### src/verilog/lcd_regs_pkg.sv
package lcd_regs_pkg;

  // register table, one entry per stored register
  localparam int NREG = 16;

  localparam int IDX_MAM = 0;
  localparam int IDX_AWR = 1;
  localparam int IDX_DWR = 2;
  localparam int IDX_AWB = 3;
  localparam int IDX_DWB = 4;
  localparam int IDX_AWL = 5;
  localparam int IDX_DWL = 6;
  localparam int IDX_AWT = 7;
  localparam int IDX_DWT = 8;
  localparam int IDX_CPX = 9;
  localparam int IDX_SSS = 10;
  localparam int IDX_CPY = 11;
  localparam int IDX_SCB = 12;
  localparam int IDX_SCE = 13;
  localparam int IDX_BLK = 14;
  localparam int IDX_SCC = 15;

  localparam logic [7:0] ADDR_MEMORY_ACCESS_MODE = 8'h12;
  localparam logic [7:0] ADDR_ACTIVE_WINDOW_RIGHT = 8'h20;
  localparam logic [7:0] ADDR_DISPLAY_WINDOW_RIGHT = 8'h21;
  localparam logic [7:0] ADDR_ACTIVE_WINDOW_BOTTOM = 8'h30;
  localparam logic [7:0] ADDR_DISPLAY_WINDOW_BOTTOM = 8'h31;
  localparam logic [7:0] ADDR_ACTIVE_WINDOW_LEFT = 8'h40;
  localparam logic [7:0] ADDR_DISPLAY_WINDOW_LEFT = 8'h41;
  localparam logic [7:0] ADDR_ACTIVE_WINDOW_TOP = 8'h50;
  localparam logic [7:0] ADDR_DISPLAY_WINDOW_TOP = 8'h51;
  localparam logic [7:0] ADDR_CURSOR_COLUMN_POSITION = 8'h60;
  localparam logic [7:0] ADDR_SCROLL_SEGMENT_START = 8'h61;
  localparam logic [7:0] ADDR_CURSOR_ROW_POSITION = 8'h70;
  localparam logic [7:0] ADDR_SCROLL_COMMON_BEGIN = 8'h71;
  localparam logic [7:0] ADDR_SCROLL_COMMON_END = 8'h72;
  localparam logic [7:0] ADDR_CURSOR_BLINK_PERIOD = 8'h80;
  localparam logic [7:0] ADDR_SHIFT_CLOCK_CYCLE = 8'h90;

  localparam logic [7:0] REG_ADDR [NREG] = '{
    ADDR_MEMORY_ACCESS_MODE, ADDR_ACTIVE_WINDOW_RIGHT, ADDR_DISPLAY_WINDOW_RIGHT,
    ADDR_ACTIVE_WINDOW_BOTTOM, ADDR_DISPLAY_WINDOW_BOTTOM, ADDR_ACTIVE_WINDOW_LEFT,
    ADDR_DISPLAY_WINDOW_LEFT, ADDR_ACTIVE_WINDOW_TOP, ADDR_DISPLAY_WINDOW_TOP,
    ADDR_CURSOR_COLUMN_POSITION, ADDR_SCROLL_SEGMENT_START, ADDR_CURSOR_ROW_POSITION,
    ADDR_SCROLL_COMMON_BEGIN, ADDR_SCROLL_COMMON_END, ADDR_CURSOR_BLINK_PERIOD,
    ADDR_SHIFT_CLOCK_CYCLE};

  localparam logic [7:0] REG_RESET [NREG] = '{
    8'h91, 8'h27, 8'h27, 8'hef, 8'hef, 8'h00, 8'h00, 8'h00,
    8'h00, 8'h00, 8'h00, 8'h00, 8'h00, 8'hef, 8'h33, 8'h04};

  // six-bit segment registers keep their top two bits at zero
  localparam logic [7:0] REG_MASK [NREG] = '{
    8'hff, 8'h3f, 8'h3f, 8'hff, 8'hff, 8'h3f, 8'hff, 8'hff,
    8'hff, 8'h3f, 8'h3f, 8'hff, 8'hff, 8'hff, 8'hff, 8'hff};

  // memory access mode fields
  localparam int MAM_ORDER_BIT = 7;
  localparam int MAM_LAYER_HI = 6;
  localparam int MAM_LAYER_LO = 4;
  localparam int MAM_MERGE_HI = 3;
  localparam int MAM_MERGE_LO = 2;
  localparam int MAM_ROUTE_HI = 1;
  localparam int MAM_ROUTE_LO = 0;

  localparam logic [2:0] LAYER_GRAY = 3'h0;
  localparam logic [2:0] LAYER_ONE = 3'h1;
  localparam logic [2:0] LAYER_TWO = 3'h2;
  localparam logic [2:0] LAYER_BOTH = 3'h3;
  localparam logic [2:0] LAYER_EXT_WIDE = 3'h6;
  localparam logic [2:0] LAYER_EXT_TALL = 3'h7;

  localparam logic [1:0] MERGE_OR = 2'h0;
  localparam logic [1:0] MERGE_XOR = 2'h1;
  localparam logic [1:0] MERGE_NOR = 2'h2;
  localparam logic [1:0] MERGE_AND = 2'h3;

  localparam logic [1:0] ROUTE_PAGE0 = 2'h0;
  localparam logic [1:0] ROUTE_ONE = 2'h1;
  localparam logic [1:0] ROUTE_TWO = 2'h2;
  localparam logic [1:0] ROUTE_BOTH = 2'h3;

  // pin synchroniser depth and vector layout: strap, a0, rd, wr, cs, data
  localparam int SYNC_STAGES = 3;
  localparam int PIN_W = 13;
  localparam int PIN_STRAP = 12;
  localparam int PIN_A0 = 11;
  localparam int PIN_RD = 10;
  localparam int PIN_WR = 9;
  localparam int PIN_CS = 8;

  typedef enum logic {PH_INDEX, PH_DATA} reg_phase_t;

endpackage

### src/verilog/cursor_step.sv
// next cursor position after one display data write
module cursor_step (
  // current cursor
  input wire logic [5:0] cur_x,
  input wire logic [7:0] cur_y,
  // active window bounds
  input wire logic [5:0] win_left,
  input wire logic [5:0] win_right,
  input wire logic [7:0] win_top,
  input wire logic [7:0] win_bottom,
  // order select
  input wire logic horiz_first,
  // result
  output logic [5:0] nxt_x,
  output logic [7:0] nxt_y
);

  logic x_end;
  logic y_end;

  assign x_end = (cur_x >= win_right);
  assign y_end = (cur_y >= win_bottom);

  always_comb begin
    nxt_x = cur_x;
    nxt_y = cur_y;
    if (horiz_first) begin
      if (!x_end) begin
        nxt_x = cur_x + 6'h01;
      end else begin
        nxt_x = win_left;
        nxt_y = y_end ? win_top : cur_y + 8'h01;
      end
    end else begin
      if (!y_end) begin
        nxt_y = cur_y + 8'h01;
      end else begin
        nxt_y = win_top;
        nxt_x = x_end ? win_left : cur_x + 6'h01;
      end
    end
  end

endmodule // cursor_step

### src/verilog/lcd_window_layer_cursor_regs.sv
// Operation
// memory access mode bit 7 picks cursor auto-shift order, 1 horizontal first.
// layer field 001 layer one, 010 layer two, 011 both merged, 000 gray.
// layer codes 110 and 111 are extension modes, 640x240 and 320x480 panels.
// in two-layer mode bits 3-2 merge with OR, XOR, NOR or AND.
// bits 1-0 route host data to page zero, layer one, two or both.
// four active window registers bound where the cursor writes data.
// past the active right edge the cursor wraps to next line, left edge.
// past the bottom-right corner the cursor returns to top line, left edge.
// display window registers; right is six bits resetting 27h, bottom EFh.
// cursor column six bits and row eight bits, host readable, reset zero.
// scroll range segment start, common begin and end; end resets EFh.
// eight-bit blink period register resetting to 33h.
// software sets shift clock cycle from clock, bus width, panel and frame rate.
// software keeps display, active window and cursor positions nested in order.
// software programs horizontal positions in 8-pixel units, vertical in rows.
// reserved upper bits of six-bit position registers read zero, ignore writes.
module lcd_window_layer_cursor_regs (
  // clock and reset
  input wire logic clk,
  input wire logic arst_n,
  // host parallel bus pins
  input wire logic cs_n,
  input wire logic wr_n,
  input wire logic rd_n,
  input wire logic a0,
  input wire logic bus_6800,
  input wire logic [7:0] db_in,
  output logic [7:0] db_out,
  output logic db_oe,
  output logic wait_n,
  // display memory write port
  output logic mem_wr_valid,
  input wire logic mem_wr_ready,
  output logic [7:0] mem_wr_data,
  output logic [5:0] mem_wr_x,
  output logic [7:0] mem_wr_y,
  output logic mem_sel_page0,
  output logic mem_sel_layer1,
  output logic mem_sel_layer2,
  input wire logic [7:0] mem_rd_data,
  // layer display
  input wire logic pix_layer1,
  input wire logic pix_layer2,
  input wire logic ext_second_half,
  output logic pix_out,
  output logic gray_mode,
  output logic ext_wide,
  output logic ext_tall,
  // settings to the display timing logic
  output logic [5:0] disp_right,
  output logic [7:0] disp_bottom,
  output logic [7:0] disp_left,
  output logic [7:0] disp_top,
  output logic [5:0] scroll_seg_start,
  output logic [7:0] scroll_com_begin,
  output logic [7:0] scroll_com_end,
  output logic [7:0] blink_period,
  output logic [7:0] shift_clock
);

  localparam int NREG = lcd_regs_pkg::NREG;
  localparam int PW = lcd_regs_pkg::PIN_W;

  // pin synchroniser: three stages, a change is taken once stages two and three agree
  logic [PW-1:0] sync1_ff, sync2_ff, sync3_ff, filt_ff;
  logic [PW-1:0] nxt_filt;

  always_comb begin
    for (int b = 0; b < PW; b++) begin
      nxt_filt[b] = (sync2_ff[b] == sync3_ff[b]) ? sync3_ff[b] : filt_ff[b];
    end
  end

  always_ff @(posedge clk or negedge arst_n) begin
    if (!arst_n) begin
      sync1_ff <= '1;
      sync2_ff <= '1;
      sync3_ff <= '1;
      filt_ff <= '1;
    end else begin
      sync1_ff <= {bus_6800, a0, rd_n, wr_n, cs_n, db_in};
      sync2_ff <= sync1_ff;
      sync3_ff <= sync2_ff;
      filt_ff <= nxt_filt;
    end
  end

  // bus flavour strap: the filtered copy shows the pin only from edge four on, so capture runs through edge five
  localparam logic [2:0] STRAP_DONE = 3'(lcd_regs_pkg::SYNC_STAGES + 2);
  logic [2:0] strap_cnt_ff;
  logic mode_6800_ff;
  logic [2:0] nxt_strap_cnt;
  logic nxt_mode_6800;

  always_comb begin
    nxt_strap_cnt = strap_cnt_ff;
    nxt_mode_6800 = mode_6800_ff;
    if (strap_cnt_ff != STRAP_DONE) begin
      nxt_strap_cnt = strap_cnt_ff + 3'h1;
      nxt_mode_6800 = filt_ff[lcd_regs_pkg::PIN_STRAP];
    end
  end

  always_ff @(posedge clk or negedge arst_n) begin
    if (!arst_n) begin
      strap_cnt_ff <= 3'h0;
      mode_6800_ff <= 1'b0;
    end else begin
      strap_cnt_ff <= nxt_strap_cnt;
      mode_6800_ff <= nxt_mode_6800;
    end
  end

  // access decode; in 6800 style the rd pin is the enable and wr the read/write line
  logic sel, wr_act, rd_act;
  logic [7:0] bus_data;

  assign sel = ~filt_ff[lcd_regs_pkg::PIN_CS] && (strap_cnt_ff == STRAP_DONE);
  assign bus_data = filt_ff[7:0];
  assign wr_act = sel && (mode_6800_ff ? (filt_ff[lcd_regs_pkg::PIN_RD] && !filt_ff[lcd_regs_pkg::PIN_WR])
                                       : !filt_ff[lcd_regs_pkg::PIN_WR]);
  assign rd_act = sel && (mode_6800_ff ? (filt_ff[lcd_regs_pkg::PIN_RD] && filt_ff[lcd_regs_pkg::PIN_WR])
                                       : !filt_ff[lcd_regs_pkg::PIN_RD]);

  logic wr_act_q_ff, rd_act_q_ff;
  logic wr_start, rd_start;

  assign wr_start = wr_act && !wr_act_q_ff;
  assign rd_start = rd_act && !rd_act_q_ff;

  // register address lookup
  logic [7:0] idx_ff;
  logic hit;
  logic [3:0] hit_idx;

  always_comb begin
    hit = 1'b0;
    hit_idx = 4'h0;
    for (int i = 0; i < NREG; i++) begin
      if (lcd_regs_pkg::REG_ADDR[i] == idx_ff) begin
        hit = 1'b1;
        hit_idx = 4'(i);
      end
    end
  end

  // host command sequence: a0 high writes alternate index then data
  lcd_regs_pkg::reg_phase_t phase_ff, nxt_phase;
  logic [7:0] nxt_idx;
  logic reg_wr;

  always_comb begin
    nxt_phase = phase_ff;
    nxt_idx = idx_ff;
    reg_wr = 1'b0;
    if (wr_start && filt_ff[lcd_regs_pkg::PIN_A0]) begin
      case (phase_ff)
        lcd_regs_pkg::PH_INDEX: begin
          nxt_idx = bus_data;
          nxt_phase = lcd_regs_pkg::PH_DATA;
        end
        lcd_regs_pkg::PH_DATA: begin
          reg_wr = hit;
          nxt_phase = lcd_regs_pkg::PH_INDEX;
        end
        default: nxt_phase = lcd_regs_pkg::PH_INDEX;
      endcase
    end
  end

  always_ff @(posedge clk or negedge arst_n) begin
    if (!arst_n) begin
      phase_ff <= lcd_regs_pkg::PH_INDEX;
      idx_ff <= 8'h00;
      wr_act_q_ff <= 1'b0;
      rd_act_q_ff <= 1'b0;
    end else begin
      phase_ff <= nxt_phase;
      idx_ff <= nxt_idx;
      wr_act_q_ff <= wr_act;
      rd_act_q_ff <= rd_act;
    end
  end

  // register file with cursor auto-advance
  logic [7:0] regs_ff [NREG];
  logic [7:0] nxt_regs [NREG];
  logic [5:0] step_x;
  logic [7:0] step_y;
  logic mem_take;

  assign mem_take = mem_wr_valid && mem_wr_ready;

  cursor_step u_step (
    .cur_x (regs_ff[lcd_regs_pkg::IDX_CPX][5:0]),
    .cur_y (regs_ff[lcd_regs_pkg::IDX_CPY]),
    .win_left (regs_ff[lcd_regs_pkg::IDX_AWL][5:0]),
    .win_right (regs_ff[lcd_regs_pkg::IDX_AWR][5:0]),
    .win_top (regs_ff[lcd_regs_pkg::IDX_AWT]),
    .win_bottom (regs_ff[lcd_regs_pkg::IDX_AWB]),
    .horiz_first (regs_ff[lcd_regs_pkg::IDX_MAM][lcd_regs_pkg::MAM_ORDER_BIT]),
    .nxt_x (step_x),
    .nxt_y (step_y)
  );

  genvar gi;
  generate
    for (gi = 0; gi < NREG; gi++) begin : g_reg
      always_comb begin
        nxt_regs[gi] = regs_ff[gi];
        if (reg_wr && hit_idx == 4'(gi)) begin
          nxt_regs[gi] = bus_data & lcd_regs_pkg::REG_MASK[gi];
        end else if (mem_take && gi == lcd_regs_pkg::IDX_CPX) begin
          nxt_regs[gi] = {2'h0, step_x};
        end else if (mem_take && gi == lcd_regs_pkg::IDX_CPY) begin
          nxt_regs[gi] = step_y;
        end
      end

      always_ff @(posedge clk or negedge arst_n) begin
        if (!arst_n) begin
          regs_ff[gi] <= lcd_regs_pkg::REG_RESET[gi];
        end else begin
          regs_ff[gi] <= nxt_regs[gi];
        end
      end
    end
  endgenerate

  // display memory write request; holds until accepted, host is held off meanwhile
  logic mem_valid_ff, nxt_mem_valid;
  logic [7:0] mem_data_ff, nxt_mem_data;
  logic [2:0] mem_sel_ff, nxt_mem_sel;
  logic [1:0] route;

  assign route = regs_ff[lcd_regs_pkg::IDX_MAM][lcd_regs_pkg::MAM_ROUTE_HI:lcd_regs_pkg::MAM_ROUTE_LO];

  always_comb begin
    nxt_mem_valid = mem_valid_ff;
    nxt_mem_data = mem_data_ff;
    nxt_mem_sel = mem_sel_ff;
    if (mem_take) begin
      nxt_mem_valid = 1'b0;
    end
    if (wr_start && !filt_ff[lcd_regs_pkg::PIN_A0] && !mem_valid_ff) begin
      nxt_mem_valid = 1'b1;
      nxt_mem_data = bus_data;
      case (route)
        lcd_regs_pkg::ROUTE_PAGE0: nxt_mem_sel = 3'b001;
        lcd_regs_pkg::ROUTE_ONE: nxt_mem_sel = 3'b010;
        lcd_regs_pkg::ROUTE_TWO: nxt_mem_sel = 3'b100;
        lcd_regs_pkg::ROUTE_BOTH: nxt_mem_sel = 3'b110;
        default: nxt_mem_sel = 3'b000;
      endcase
    end
  end

  always_ff @(posedge clk or negedge arst_n) begin
    if (!arst_n) begin
      mem_valid_ff <= 1'b0;
      mem_data_ff <= 8'h00;
      mem_sel_ff <= 3'h0;
    end else begin
      mem_valid_ff <= nxt_mem_valid;
      mem_data_ff <= nxt_mem_data;
      mem_sel_ff <= nxt_mem_sel;
    end
  end

  assign mem_wr_valid = mem_valid_ff;
  assign mem_wr_data = mem_data_ff;
  assign mem_wr_x = regs_ff[lcd_regs_pkg::IDX_CPX][5:0];
  assign mem_wr_y = regs_ff[lcd_regs_pkg::IDX_CPY];
  assign mem_sel_page0 = mem_sel_ff[0];
  assign mem_sel_layer1 = mem_sel_ff[1];
  assign mem_sel_layer2 = mem_sel_ff[2];
  assign wait_n = !mem_valid_ff;

  // read path: data is latched at strobe start and driven from the cycle after next
  logic [7:0] rdata_ff, nxt_rdata;
  logic oe_ff, nxt_oe;

  always_comb begin
    nxt_rdata = rdata_ff;
    nxt_oe = rd_act && rd_act_q_ff;
    if (rd_start) begin
      if (!filt_ff[lcd_regs_pkg::PIN_A0]) begin
        nxt_rdata = mem_rd_data;
      end else begin
        nxt_rdata = hit ? regs_ff[hit_idx] : 8'h00;
      end
    end
  end

  always_ff @(posedge clk or negedge arst_n) begin
    if (!arst_n) begin
      rdata_ff <= 8'h00;
      oe_ff <= 1'b0;
    end else begin
      rdata_ff <= nxt_rdata;
      oe_ff <= nxt_oe;
    end
  end

  assign db_out = rdata_ff;
  assign db_oe = oe_ff;

  // layer display and merge
  logic [2:0] layer;
  logic [1:0] merge;
  logic nxt_pix, pix_ff;
  logic nxt_gray, nxt_wide, nxt_tall, gray_ff, wide_ff, tall_ff;

  assign layer = regs_ff[lcd_regs_pkg::IDX_MAM][lcd_regs_pkg::MAM_LAYER_HI:lcd_regs_pkg::MAM_LAYER_LO];
  assign merge = regs_ff[lcd_regs_pkg::IDX_MAM][lcd_regs_pkg::MAM_MERGE_HI:lcd_regs_pkg::MAM_MERGE_LO];

  always_comb begin
    nxt_gray = 1'b0;
    nxt_wide = 1'b0;
    nxt_tall = 1'b0;
    case (layer)
      lcd_regs_pkg::LAYER_ONE: nxt_pix = pix_layer1;
      lcd_regs_pkg::LAYER_TWO: nxt_pix = pix_layer2;
      lcd_regs_pkg::LAYER_BOTH: begin
        case (merge)
          lcd_regs_pkg::MERGE_OR: nxt_pix = pix_layer1 | pix_layer2;
          lcd_regs_pkg::MERGE_XOR: nxt_pix = pix_layer1 ^ pix_layer2;
          lcd_regs_pkg::MERGE_NOR: nxt_pix = ~(pix_layer1 | pix_layer2);
          default: nxt_pix = pix_layer1 & pix_layer2;
        endcase
      end
      lcd_regs_pkg::LAYER_GRAY: begin
        // gray shading is done downstream from both planes; layer one carries the base pixel
        nxt_gray = 1'b1;
        nxt_pix = pix_layer1;
      end
      lcd_regs_pkg::LAYER_EXT_WIDE: begin
        nxt_wide = 1'b1;
        nxt_pix = ext_second_half ? pix_layer2 : pix_layer1;
      end
      lcd_regs_pkg::LAYER_EXT_TALL: begin
        nxt_tall = 1'b1;
        nxt_pix = ext_second_half ? pix_layer2 : pix_layer1;
      end
      default: nxt_pix = 1'b0;
    endcase
  end

  always_ff @(posedge clk or negedge arst_n) begin
    if (!arst_n) begin
      pix_ff <= 1'b0;
      gray_ff <= 1'b0;
      wide_ff <= 1'b0;
      tall_ff <= 1'b0;
    end else begin
      pix_ff <= nxt_pix;
      gray_ff <= nxt_gray;
      wide_ff <= nxt_wide;
      tall_ff <= nxt_tall;
    end
  end

  assign pix_out = pix_ff;
  assign gray_mode = gray_ff;
  assign ext_wide = wide_ff;
  assign ext_tall = tall_ff;

  // settings straight from the register file
  assign disp_right = regs_ff[lcd_regs_pkg::IDX_DWR][5:0];
  assign disp_bottom = regs_ff[lcd_regs_pkg::IDX_DWB];
  assign disp_left = regs_ff[lcd_regs_pkg::IDX_DWL];
  assign disp_top = regs_ff[lcd_regs_pkg::IDX_DWT];
  assign scroll_seg_start = regs_ff[lcd_regs_pkg::IDX_SSS][5:0];
  assign scroll_com_begin = regs_ff[lcd_regs_pkg::IDX_SCB];
  assign scroll_com_end = regs_ff[lcd_regs_pkg::IDX_SCE];
  assign blink_period = regs_ff[lcd_regs_pkg::IDX_BLK];
  // divider value is used as programmed; no range check on it
  assign shift_clock = regs_ff[lcd_regs_pkg::IDX_SCC];

endmodule // lcd_window_layer_cursor_regs

### config.mk
export PLATFORM = sky130hd
export DESIGN_NAME = lcd_window_layer_cursor_regs
export DESIGN_NICKNAME = d
export VERILOG_FILES = /design/src/verilog/lcd_regs_pkg.sv /design/src/verilog/cursor_step.sv /design/src/verilog/lcd_window_layer_cursor_regs.sv
export SDC_FILE = /design/constraint.sdc
export NUM_CORES = 1
export LEC_CHECK = 0
export BUFFER_PORTS_ARGS = -buffer_cell sky130_fd_sc_hd__buf_2
export CAP_MARGIN = 20
export CORE_ASPECT_RATIO = 0.6
export CORE_UTILIZATION = 55
export CTS_CLUSTER_DIAMETER = 60
export DETAILED_ROUTE_END_ITERATION = 10
export GPL_TIMING_DRIVEN = 0
export PLACE_DENSITY = 0.76
export RECOVER_POWER = 50
export SYNTH_ARGS = -nofsm -noshare
export SYNTH_HDL_FRONTEND = slang
export SYNTH_SLANG_ARGS = --single-unit
### constraint.sdc
create_clock -name clk -period 3.14 [get_ports clk]
set_input_delay 0 -clock clk [delete_from_list [all_inputs] [get_ports clk]]
set_output_delay 0 -clock clk [all_outputs]
set_load 0.1 [all_outputs]
==> impl_metrics.toml <==
[outcome]
status = "complete, but fails checks"
violations = "max-capacitance violations, max-slew violations"

[synth]
syn_nets = 980
synth_top_area_share_pct = 28.33
synthArstFlopShare_pct = 100.0
synth_edf_count = 0
yosys-top-cells-area = "dfrtp_1 (28%), dfstp_2 (22%), mux2_2 (12%), buf_4 (6.0%), nand2_1 (2.7%)"
synth_flop_cell = "dfrtp_1"
synth.cell_area_um2 = 10690
ys_seq_elements = 210
synth_area_leader_cell = "dfrtp_1"
yosysUniqueCellTypes = 79
seq_area_frac_synth_pct = 50.21
postSynthCellCount = 933
yosysWarnings = 0
postSynthAreaPerCell_um2 = 11.46

[cells_and_area]
final_nets = 1162
layout_common_cells = "buf_2 (124), dfrtp_1 (121), mux2_2 (114), buf_4 (85), nand2_1 (77)"
area_growth_pct = 17.28
final_common_cell = "buf_2"
antennaDiodeCount = 0
drive_gt1_share_pct = 41.19

[setup_path]
cp-start-kind = "register"
max_stage_delay_ns = 0.41
cp.required_ns = 3.55
cp_top_family = "simple AND/OR/NAND/NOR gates"
critPathBufInv = 3
crit_chain = "buf_4 > and4b_1 > clkbuf_1 > a221oi_2 > nor2_2 > clkbuf_2 > nand2_1 > a31oi_1 > nand3_1 > o21ai_1"
crit_slowest_cell = "clkbuf_2"
worstPathArrival_ns = 3.38
critical_path_class = "register to register"
endpoint_kind = "register"
path_max_fanout = 10

[clock_tree]
htreeDepth = 1
post_cts_buffers = 0
clockRootBuffer = "clkbuf_16"
cts.clk_slew.worst_paths_ns = 0.06
clk-insertion-delay-late_ns = 0.50
cts_buffers = 20
cts_sinks = 210
ctsLongestPathBuffers = 3
cts_tree = "built"

[routing]
avgRoutedWirePerCell_um = 22.46
drc = 0
viasPerCell = 5.996
first_pass_iters = 5
antenna_left = 0
vias = 8244
drt_iter0_drc = 977
wirelength_um = 30890

[timing]
fin_ws_ns = 0.1733
tightest_slew_ns = 2.582
max_slew_margin_pct = -72.11
post-route-min-period_ns = 2.967
setup_viol = 0
hold_violations = 0
grt_setup_unrepaired = "false"
fin_tns_setup_ns = 0
whs_ns = 0.1374
fmax_ghz = 0.3371
finalCritPeriodShare_pct = 94.48
finalClockSkew_ns = 0.01914
drv_slew = 119

[placement]
gp_congestion = 0.9664
portBuffers = 134
preCtsSetupSlack_ns = 0.04764
hpwl_um = 22280

[power_and_ir_drop]
power-per-cell-area_nw_per_um2 = 902.7
leakage_uw = 0.005706
sw_frac_of_total_pct = 47.87
power_frac_clock_pct = 20.3
power_uw = 11320
seqPwrFrac_pct = 32.3
power_frac_comb_pct = 47.4
power.internal_uw = 5899
peakVddDrop_uv = 1075
p_sw_uw = 5416

[flow_run]
drv_cap = 1

[global_route]
antenna_found_initial = 0
grt_max_degree = 120
grt_pass1_vias = 7783
grt_overflow = 0
grt_pass1_wl_um = 46940
grt.total_usage_pct = 31.50

[floorplan]
die_h_um = 110.0
rows = 39
die_area_um2 = 20010
io_pins = 135
design.core.area_um2 = 19030
start_util_pct = 56.16
chipWidth_um = 182.0

[worst_hold_path]
hold_class = "input port to register"
path summary, 6_finish.rpt:
kind | start | endpoint | slack, ns | cells after the start
setup / recovery | idx_ff[7] | db_out[5] | 0.17 | 10
hold / removal | db_in[3] | sync1_ff[3] | 0.14 | 2
setup reg to reg | idx_ff[7] | db_out[5] | 0.17 | 10
hold reg to reg | sync1_ff[10] | sync2_ff[10] | 0.36 | 0
max in group asynchronous | arst_n | mem_wr_x[3] | 0.75 | 2
min in group asynchronous | arst_n | mem_wr_y[3] | 0.89 | 2
worst reg2reg max path, cell delays in order, from the launching register on:
cell and delay, ns:
dfrtp_1 0.36, buf_4 0.16, and4b_1 0.24, clkbuf_1 0.28, a221oi_2 0.11, nor2_2 0.39, clkbuf_2 0.41, nand2_1 0.17
a31oi_1 0.33, nand3_1 0.25, o21ai_1 0.19
stage by stage:
step                area, um2  util (%)  instances
floorplan               10690         -        933
global placement        11670     61.30       1313
detailed placement      11700     61.50       1314
CTS                     12570     66.03       1375
global route            12530     65.86       1375
finish                  12530     65.86       1375
power groups by stage:
stage	combinational, uW	clock (uW)	sequential (uW)
after floorplan	3400	0	4290
after global placement	5180	0	3660
after detailed placement	5240	0	3670
after CTS	5290	2340	3640
after global routing	5620	2440	3700
final	5360	2300	3660
cells by family (layout without fill, tap and decap cells):
family,count (synthesis),in the layout,synth area share [%]
multiplexers,142,142,14.75
AND/OR/NAND/NOR,224,224,11.88
buffers and inverters,150,346,8.452
flip-flops,210,210,50.21
XOR/XNOR,6,6,0.4917
AO/OA/AOI/OAI,168,168,10.65
adder cells (fa/ha/maj),33,33,3.559
flip-flops by register name (all words and copies together) (netlist names), 8 cells and up:
signal and cells:
mem_wr_y 8, blink_period 8, idx_ff 8, sync3_ff 13, scroll_com_begin 8, regs_ff 31
shift_clock 8, filt_ff 13, scroll_com_end 8, disp_left 8, disp_top 8, sync2_ff 13
mem_wr_data 8, disp_bottom 8, db_out 8, sync1_ff 13
synth_stat cells (12+ instances only):
master	instances
a21oi_1	38
nor2_4	12
maj3_1	13
ha_1	20
dfstp_2	89
clkbuf_1	23
mux2i_1	27
nand2_1	77
nor2_1	30
a32oi_1	16
o21ai_0	31
dfrtp_1	121
nand3_1	29
mux2_2	114
buf_4	85
inv_1	28
area by class of cell:
| type | instances | area (um2) |
|---|---|---|
| Fill cell | 1510 | 6496 |
| Buffer | 122 | 800.8 |
| Tap cell | 246 | 307.8 |
| Clock buffer | 30 | 579.3 |
| Clock inverter | 6 | 32.53 |
| Sequential cell | 210 | 5366 |
| Timing Repair Buffer | 160 | 922.1 |
| Inverter | 28 | 105.1 |
| Multi-Input combinational cell | 573 | 4420 |
metal layers:
metal	track usage (%)	share of wire, %	vias up
met5	0	0	-
met4	7.563	2.4	0
met3	10.55	12	59
met2	43.65	40	482
met1	47.19	46	4074
li1	-	-	3629
timing repair:
action / in CTS / in global routing
endpoints found under the hold margin: 81 / 0
resized for setup: 0 / 5
hold buffers: 25 / 0
setup endpoints to repair: 0 / 5
Note: power is estimated with default switching activity, not from simulation.
